--- src/hw/pmc_pkg.sv ---
// package: register map, field positions and timing for power/clock control
package pmc_pkg;
  localparam logic [1:0] ADDR_MODE = 2'h0;
  localparam logic [1:0] ADDR_CTRL = 2'h1;
  localparam logic [1:0] ADDR_STATUS = 2'h2;
  // system_mode_reg fields
  localparam int MODE_DIV_LSB = 5;
  localparam int MODE_LOW_READY = 3;
  localparam int MODE_HIGH_READY = 2;
  localparam int MODE_IDLE_EN = 1;
  localparam int MODE_HIGH_SEL = 0;
  localparam logic [7:0] MODE_RESET = 8'h01;
  localparam logic [7:0] MODE_WMASK = 8'he3;
  // power_clock_control fields
  localparam int CTRL_IDLE_SYSCLK = 7;
  localparam logic [7:0] CTRL_RESET = 8'h00;
  localparam logic [7:0] CTRL_WMASK = 8'hbf;
  // status fields
  localparam int STAT_PDF = 1;
  localparam int STAT_TO = 0;
  localparam logic [1:0] STAT_RESET = 2'h0;
  // divider codes that mean the low-speed oscillator
  localparam logic [2:0] DIV_SUB0 = 3'h0;
  localparam logic [2:0] DIV_SUB1 = 3'h1;
  // high oscillator settle: 16 cycles covers the 15~16 range
  localparam int HOSC_SETTLE_CYC = 16;
  localparam int LOSC_SETTLE_CYC = 2;
  typedef enum logic [1:0] {
    PM_RUN, PM_SLEEP, PM_IDLE_CLOCK_STOPPED, PM_IDLE_CLOCK_RUNNING
  } power_state_t;
endpackage

--- src/hw/osc_ready_timer.sv ---
// settle counter for one oscillator: ready N+1 cycles after run rises
`timescale 1ns/10ps
`default_nettype none
module osc_ready_timer #(
  parameter int CYCLES = 16
) (
  input wire logic clk,
  input wire logic rst_n,
  input wire logic run,
  output logic ready
);
  logic [5:0] cnt_q;
  always_ff @(posedge clk or negedge rst_n) begin
    if (!rst_n) begin
      cnt_q <= 6'h00;
    end else if (!run) begin
      cnt_q <= 6'h00;
    end else if (cnt_q != 6'(CYCLES)) begin
      cnt_q <= cnt_q + 6'h01;
    end
  end
  always_ff @(posedge clk or negedge rst_n) begin
    if (!rst_n) begin
      ready <= 1'b0;
    end else begin
      ready <= run && (cnt_q == 6'(CYCLES));
    end
  end
endmodule
`default_nettype wire

--- src/hw/wdt_gate.sv ---
// watchdog clear/run control derived from the power state
`timescale 1ns/10ps
`default_nettype none
module wdt_gate
  import pmc_pkg::*;
(
  input wire logic clk,
  input wire logic rst_n,
  input wire logic halt,
  input wire logic enter_sleep,
  input wire logic wake,
  output logic wdt_clear,
  output logic wdt_run
);
  always_ff @(posedge clk or negedge rst_n) begin
    if (!rst_n) begin
      wdt_clear <= 1'b0;
    end else begin
      wdt_clear <= halt;
    end
  end
  // held stopped for the whole of sleep; idle keeps counting
  always_ff @(posedge clk or negedge rst_n) begin
    if (!rst_n) begin
      wdt_run <= 1'b1;
    end else if (enter_sleep) begin
      wdt_run <= 1'b0;
    end else if (wake) begin
      wdt_run <= 1'b1;
    end
  end
endmodule
`default_nettype wire

--- src/hw/power_mode_clock_control.sv ---
// power-mode and system-clock control with its register file
// What this block does
// - halt, idle, clock enable: cpu stops, clock runs
// - halt, idle, no clock enable: idle with system clock stopped, sub clock running
// - halt without idle enable enters sleep
// - idle clock enable is bit 7, resets 0
// - sleep stops clocks, clears and holds watchdog
// - a halt taken in run sets power-down, clears timeout flag
// - high ready flag after oscillator settles
// - divider 000/001 with high select clear runs low oscillator, stops high
//
// Local design decisions: the address-and-strobe port and the address map.
`timescale 1ns/10ps
`default_nettype none
module power_mode_clock_control
  import pmc_pkg::*;
(
  input wire logic SYS_CLK,
  input wire logic RESET_N,
  input wire logic [1:0] ADDR,
  input wire logic [7:0] WDATA,
  input wire logic WR,
  input wire logic RD,
  output logic [7:0] RDATA,
  input wire logic HALT,
  input wire logic WAKE,
  input wire logic WDT_TIMEOUT,
  input wire logic CLR_WDT,
  output logic CPU_CLK_EN,
  output logic SYSCLK_EN,
  output logic SUBCLK_EN,
  output logic HOSC_EN,
  output logic SYSCLK_FULL,
  output logic [2:0] SYSCLK_DIV,
  output logic WDT_CLEAR,
  output logic WDT_RUN,
  output logic [1:0] POWER_STATE
);
  ////////////////////////////////////////////////////////////////////////
  logic [7:0] mode_q;
  logic [7:0] ctrl_q;
  logic pdf_q;
  logic to_q;
  power_state_t state_q;
  logic high_ready;
  logic low_ready;
  logic wdt_clear_w;
  logic wdt_run_w;
  logic slow_src;
  logic hosc_run;
  logic enter_sleep;
  logic waking;
  power_state_t state_d;
  logic [7:0] mode_d;
  logic [7:0] ctrl_d;
  logic [7:0] rdata_d;
  logic halt_take;
  logic in_run;
  logic in_idle_clock_running;
  logic in_sleep;

  // state decodes shared by the output flops
  assign in_run = (state_q == PM_RUN);
  assign in_idle_clock_running = (state_q == PM_IDLE_CLOCK_RUNNING);
  assign in_sleep = (state_q == PM_SLEEP);
  // a halt only counts while running; a repeat halt is ignored
  assign halt_take = HALT && in_run;
  assign waking = WAKE && (state_q != PM_RUN);
  assign enter_sleep = HALT && (state_q == PM_RUN) &&
    !mode_q[MODE_IDLE_EN];
  assign slow_src = !mode_q[MODE_HIGH_SEL] &&
    ((mode_q[7:5] == DIV_SUB0) || (mode_q[7:5] == DIV_SUB1));
  // high oscillator off in slow mode and in sleep/idle_clock_stopped
  assign hosc_run = !slow_src &&
    (state_q == PM_RUN || state_q == PM_IDLE_CLOCK_RUNNING);

  ////////////////////////////////////////////////////////////////////////
  // read-only and unused bits are masked off on the way in
  always_comb begin
    mode_d = mode_q;
    if (WR && ADDR == ADDR_MODE) begin
      mode_d = WDATA & MODE_WMASK;
    end
  end

  always_ff @(posedge SYS_CLK or negedge RESET_N) begin
    if (!RESET_N) begin
      mode_q <= MODE_RESET;
    end else begin
      mode_q <= mode_d;
    end
  end

  // bit 6 is never stored, so it always reads zero
  always_comb begin
    ctrl_d = ctrl_q;
    if (WR && ADDR == ADDR_CTRL) begin
      ctrl_d = WDATA & CTRL_WMASK;
    end
  end

  always_ff @(posedge SYS_CLK or negedge RESET_N) begin
    if (!RESET_N) begin
      ctrl_q <= CTRL_RESET;
    end else begin
      ctrl_q <= ctrl_d;
    end
  end

  // halt sets power-down and wins over a clear in the same cycle
  always_ff @(posedge SYS_CLK or negedge RESET_N) begin
    if (!RESET_N) begin
      pdf_q <= STAT_RESET[STAT_PDF];
    end else if (halt_take) begin
      pdf_q <= 1'b1;
    end else if (CLR_WDT) begin
      pdf_q <= 1'b0;
    end
  end

  // a timeout beside a clear leaves the timeout flag set
  always_ff @(posedge SYS_CLK or negedge RESET_N) begin
    if (!RESET_N) begin
      to_q <= STAT_RESET[STAT_TO];
    end else if (halt_take) begin
      to_q <= 1'b0;
    end else if (WDT_TIMEOUT) begin
      to_q <= 1'b1;
    end else if (CLR_WDT) begin
      to_q <= 1'b0;
    end
  end

  ////////////////////////////////////////////////////////////////////////
  // halt is looked at only in run; wake only outside it
  always_comb begin
    state_d = state_q;
    case (state_q)
      PM_RUN: begin
        if (HALT) begin
          if (!mode_q[MODE_IDLE_EN]) begin
            state_d = PM_SLEEP;
          end else if (ctrl_q[CTRL_IDLE_SYSCLK]) begin
            state_d = PM_IDLE_CLOCK_RUNNING;
          end else begin
            state_d = PM_IDLE_CLOCK_STOPPED;
          end
        end
      end
      PM_SLEEP, PM_IDLE_CLOCK_STOPPED, PM_IDLE_CLOCK_RUNNING: begin
        if (WAKE) begin
          state_d = PM_RUN;
        end
      end
      default: state_d = PM_RUN;
    endcase
  end

  always_ff @(posedge SYS_CLK or negedge RESET_N) begin
    if (!RESET_N) begin
      state_q <= PM_RUN;
    end else begin
      state_q <= state_d;
    end
  end

  osc_ready_timer #(.CYCLES(HOSC_SETTLE_CYC)) u_high_timer (
    .clk(SYS_CLK),
    .rst_n(RESET_N),
    .run(hosc_run),
    .ready(high_ready)
  );

  wdt_gate u_wdt (
    .clk(SYS_CLK),
    .rst_n(RESET_N),
    .halt(halt_take),
    .enter_sleep(enter_sleep),
    .wake(waking),
    .wdt_clear(wdt_clear_w),
    .wdt_run(wdt_run_w)
  );

  // low oscillator is treated as always running outside sleep
  always_ff @(posedge SYS_CLK or negedge RESET_N) begin
    if (!RESET_N) begin
      low_ready <= 1'b0;
    end else begin
      low_ready <= (state_q != PM_SLEEP);
    end
  end

  ////////////////////////////////////////////////////////////////////////
  // every enable lags the state by one flop so the pins never glitch
  always_ff @(posedge SYS_CLK or negedge RESET_N) begin
    if (!RESET_N) begin
      CPU_CLK_EN <= 1'b1;
    end else begin
      CPU_CLK_EN <= in_run;
    end
  end

  // idle_clock_stopped drops the system clock, idle_clock_running keeps peripherals clocked
  always_ff @(posedge SYS_CLK or negedge RESET_N) begin
    if (!RESET_N) begin
      SYSCLK_EN <= 1'b1;
    end else begin
      SYSCLK_EN <= in_run || in_idle_clock_running;
    end
  end

  always_ff @(posedge SYS_CLK or negedge RESET_N) begin
    if (!RESET_N) begin
      SUBCLK_EN <= 1'b1;
    end else begin
      SUBCLK_EN <= !in_sleep;
    end
  end

  always_ff @(posedge SYS_CLK or negedge RESET_N) begin
    if (!RESET_N) begin
      HOSC_EN <= 1'b1;
    end else begin
      HOSC_EN <= hosc_run;
    end
  end

  always_ff @(posedge SYS_CLK or negedge RESET_N) begin
    if (!RESET_N) begin
      SYSCLK_FULL <= 1'b1;
    end else begin
      SYSCLK_FULL <= mode_q[MODE_HIGH_SEL];
    end
  end

  always_ff @(posedge SYS_CLK or negedge RESET_N) begin
    if (!RESET_N) begin
      SYSCLK_DIV <= 3'h0;
    end else begin
      SYSCLK_DIV <= mode_q[7:5];
    end
  end

  always_ff @(posedge SYS_CLK or negedge RESET_N) begin
    if (!RESET_N) begin
      POWER_STATE <= 2'h0;
    end else begin
      POWER_STATE <= state_q;
    end
  end

  always_ff @(posedge SYS_CLK or negedge RESET_N) begin
    if (!RESET_N) begin
      WDT_CLEAR <= 1'b0;
    end else begin
      WDT_CLEAR <= wdt_clear_w;
    end
  end

  always_ff @(posedge SYS_CLK or negedge RESET_N) begin
    if (!RESET_N) begin
      WDT_RUN <= 1'b1;
    end else begin
      WDT_RUN <= wdt_run_w;
    end
  end

  ////////////////////////////////////////////////////////////////////////
  // idle cycles return zero so the read bus can be or-combined
  always_comb begin
    rdata_d = 8'h00;
    if (RD) begin
      case (ADDR)
        ADDR_MODE: begin
          rdata_d = mode_q;
          rdata_d[MODE_HIGH_READY] = high_ready;
          rdata_d[MODE_LOW_READY] = low_ready;
        end
        ADDR_CTRL: rdata_d = ctrl_q;
        ADDR_STATUS: rdata_d = {6'h00, pdf_q, to_q};
        default: rdata_d = 8'h00;
      endcase
    end
  end

  always_ff @(posedge SYS_CLK or negedge RESET_N) begin
    if (!RESET_N) begin
      RDATA <= 8'h00;
    end else begin
      RDATA <= rdata_d;
    end
  end
endmodule
`default_nettype wire

--- config.mk ---
export PLATFORM = sky130hd
export DESIGN_NAME = power_mode_clock_control
export DESIGN_NICKNAME = d
export VERILOG_FILES = /design/src/hw/pmc_pkg.sv /design/src/hw/osc_ready_timer.sv /design/src/hw/wdt_gate.sv /design/src/hw/power_mode_clock_control.sv
export SDC_FILE = /design/constraint.sdc
export NUM_CORES = 1
export LEC_CHECK = 0
export BUFFER_PORTS_ARGS = -buffer_cell sky130_fd_sc_hd__buf_2
export CAP_MARGIN = 40
export CORE_MARGIN = 4
export CORE_UTILIZATION = 53
export DETAILED_ROUTE_END_ITERATION = 6
export PLACE_DENSITY = 0.83
export SLEW_MARGIN = 0
export SYNTH_ARGS = -nofsm -noshare
export SYNTH_HDL_FRONTEND = slang
export SYNTH_SLANG_ARGS = --single-unit
--- constraint.sdc ---
create_clock -name SYS_CLK -period 1.8 [get_ports SYS_CLK]
set_input_delay 0.09 -clock SYS_CLK [delete_from_list [all_inputs] [get_ports SYS_CLK]]
set_output_delay 0.09 -clock SYS_CLK [all_outputs]
set_load 0.005 [all_outputs]
==> metrics.cfg <==
[global_route]
antenna_found_initial=0
remaining_global_route_overflow=0
number_of_global_route_vias_before_repair=1278
global_route_wire_length_before_repair_um=5816
grt.total_usage_pct=18.24
grt_start_max_net_pins=47

[placed_design]
io_buffer_count=37
place_area_mm2=0.002039
detailedPlace.worstSlack_ns=0.4160
dpl.hpwl_um=2312
place_inst=212
finalWeightedCongestion=0.7401

[sta]
slew_viol_final=0
slew_headroom_pct=60.09
grt_setup_unrepaired=false
hold_violations=0
fin_worst_setup_slack_ns=0.3975
fin_skew_ns=0.003162
setup-violations-final=0
timing.setup.tns_ns=0
max_slew.worst_pin.slew_ns=0.5951
finalCritPeriodShare_pct=77.92
final_critical_path_required_period_ns=1.402
max_freq_ghz=0.7130

[cts]
clock_tree.root_cell=clkbuf_4
insertion_delay_ns=0.35
cts.clk_slew.worst_paths_ns=0.12
cts_htree_levels=2
clkSinkCount=46
clock_tree_from_tritoncts=done
cts_buffers=5
cts_max_path_buffers=2

[setup_path]
worst-setup-path-type=reg -> reg
timing.critical_path.required_ns=2.02
startpoint_type=flip-flop
critical_path.cell_chain=or4b_4 -> o21ai_1 -> a21oi_1
worst-endpoint-arrival_ns=1.63
kind_of_cell_adding_the_most_delay_to_the_critical_path=simple AND/OR/NAND/NOR gates
crit_path_top_delay_cell=or4b_4
crit_fanout=5
critPathBufInv=0
kind_of_end_point_of_the_critical_path=flip-flop
crit_path_max_incr_delay_ns=0.59

[routing]
drtIter0Drc=45
number_of_vias_in_the_routed_layout=1174
postRouteWirelength_um=3353
firstDrtPassIters=4
via_per_inst=5.039
antenna_violating_nets_post_route=0
drt-wirelength-per-cell_um=14.39
detail_route.drc_violations=0

[floorplan]
dieHeight_um=66.02
initial_core_util_pct=57.04
fp-row-count=20
die-area_mm2=0.004359
die_w_um=66.02
io_pins=38
design.core.area_mm2=0.003128

[power]
share_of_total_power_in_the_clock_network_pct=19.3
peakVddDrop_uv=907.8
cellInternalPower_mw=1.824
power.share.switching_pct=30.13
sequentialPowerShare_pct=56.1
leakagePower_nw=1.083
share_of_power_burned_in_combinational_logic_pct=24.6
cellPowerDensity_mw_per_mm2=1170
switching_power_mw=0.7862

[cells_and_area]
area_delta_synth_final_pct=24.97
layout-drive-gt1-share_pct=37.57
diode_insertion_count_for_antenna_repair=0
finish.net_count=211
register_area_mm2=0.001161
filler_cell_count=221
layoutNonFillerInstCount=233
postLayoutCellArea_mm2=0.002230
multi_input_comb_area_um2=576.8

[logic_synthesis]
post_synth_inst_count=131
synthDistinctLibCells=30
synthesis.area_per_instance_um2=13.62
syn_area_mm2=0.001784
part_of_the_yosys_area_used_for_sequential_elements_pct=65.08
number_of_synthesis_warnings=0
syn-num-nets=154
synthesized_flop_and_latch_total=46

[flow_run]
max_cap_viol_count=0

[run_status]
status=finished clean

[hold_path]
timing.hold.worst.class=in -> reg

-- kinds of logic after synthesis --
| family | share of synthesized area (%) |
|---|---|
| adders and majority gates | 3.506 |
| xor gates and xnor gates | 1.473 |
| DFF | 65.08 |
| muxes | 10.94 |
| and+or+nand+nor | 10.38 |
| AOI/OAI and AO/OA | 6.031 |
| buffers and inverters | 2.594 |
-- power by group through the flow --
stage               Sequential [mW]  Clock, mW  Combinational, mW
floorplan                      1.48          0              0.365
global placement               1.47          0              0.599
detailed placement             1.49          0              0.628
CTS                            1.47      0.513              0.649
global route                   1.50      0.564              0.734
finish                         1.47      0.503              0.641
-- tightest hold or removal path: cells and delay by family --
family                 cells  cell delay (ns)
buffers and inverters      2             0.16
AOI/OAI and AO/OA          1             0.11
-- cell type report --
type / instances / area share (%)
Inverter: 11 / 1.852
Sequential cell: 46 / 52.08
Tap cell: 44 / 2.469
Clock buffer: 7 / 2.469
Multi-Input combinational cell: 73 / 25.87
Clock inverter: 1 / 0.2245
Timing Repair Buffer: 51 / 15.04
-- synthesized netlist by cell type, drive strengths merged --
library cell,count,area (µm²)
a211oi,1,12.51
nand2,3,11.26
nor3b,2,20.02
dfrtp,38,950.9
xor2,2,17.52
or3,1,6.260
o31ai,1,12.51
mux2,12,135.1
and2,2,12.51
a32o,2,20.02
ha,5,62.56
inv,11,41.29
or4b,1,13.76
buf,1,5.000
a21o,1,7.510
a21oi,3,15.01
xnor2,1,8.760
mux2i,6,60.06
nand3b,3,22.52
o21ai,8,40.04
nor4b,1,8.760
dfstp,8,210.2
nor3,2,10.01
nand2b,3,18.77
nor2,9,36.29
nand3,4,25.02
-- placed cells by master, fill, tap and decap left out, types with 5 or more instances in the layout --
cell           instances
buf_2                 37
clkbuf_4               5
dfrtp_1               38
dfstp_2                8
dlygate4sd3_1         13
ha_1                   5
inv_1                 11
mux2_2                12
mux2i_1                6
nor2_1                 8
o21ai_0                6
-- state kept, by name (all words and copies together) (netlist names), 2 cells and up --
| signal | flops |
|---|---|
| RDATA | 8 |
| ctrl_q | 7 |
| u_high_timer.cnt_q | 6 |
| mode_q | 5 |
| SYSCLK_DIV | 3 |
| POWER_STATE | 2 |
| state_q | 2 |
-- through the flow --
| step | util (%) | power [mW] | hold slack (ns) |
|---|---|---|---|
| detailed placement | 65.20 | 2.114 | 0.08931 |
| floorplan | - | 1.840 | -0.2056 |
| CTS | 71.28 | 2.629 | 0.01604 |
| global route | 71.28 | 2.799 | 0.01096 |
| global placement | 65.20 | 2.071 | 0.08226 |
| finish | 71.28 | 2.610 | 0.03128 |
-- final timing paths --
kind,from,endpoint,slack [ns],cells after the start
max,u_high_timer.cnt_q[2]$_DFFE_PN0P_,u_high_timer.cnt_q[0]$_DFFE_PN0P_,0.40,3
min,CLR_WDT,pdf_q$_DFFE_PN0P_,0.03,3
max reg2reg,u_high_timer.cnt_q[2]$_DFFE_PN0P_,u_high_timer.cnt_q[0]$_DFFE_PN0P_,0.40,3
min reg2reg,u_wdt.wdt_clear$_DFF_PN0_,WDT_CLEAR$_DFF_PN0_,0.38,0
max in group asynchronous,RESET_N,SYSCLK_FULL$_DFF_PN1_,1.31,3
min in group asynchronous,RESET_N,WDT_CLEAR$_DFF_PN0_,0.22,3
-- repair_timing --
item                                    4_1_cts  5_1_grt
endpoints found under the hold margin        63        0
buffers inserted                              0        0
hold buffers                                 13        0
endpoints found under the setup margin        0        0
resized for setup                             0        0
-- per-layer routing --
metal,share of wire (%),up-vias,GRT usage (%)
li1,-,558,-
met1,44,567,21.51
met2,48,41,30.66
met3,6.2,8,4.422
met4,1.7,0,9.645
met5,0,-,0
(Power assumes the default switching activity.)
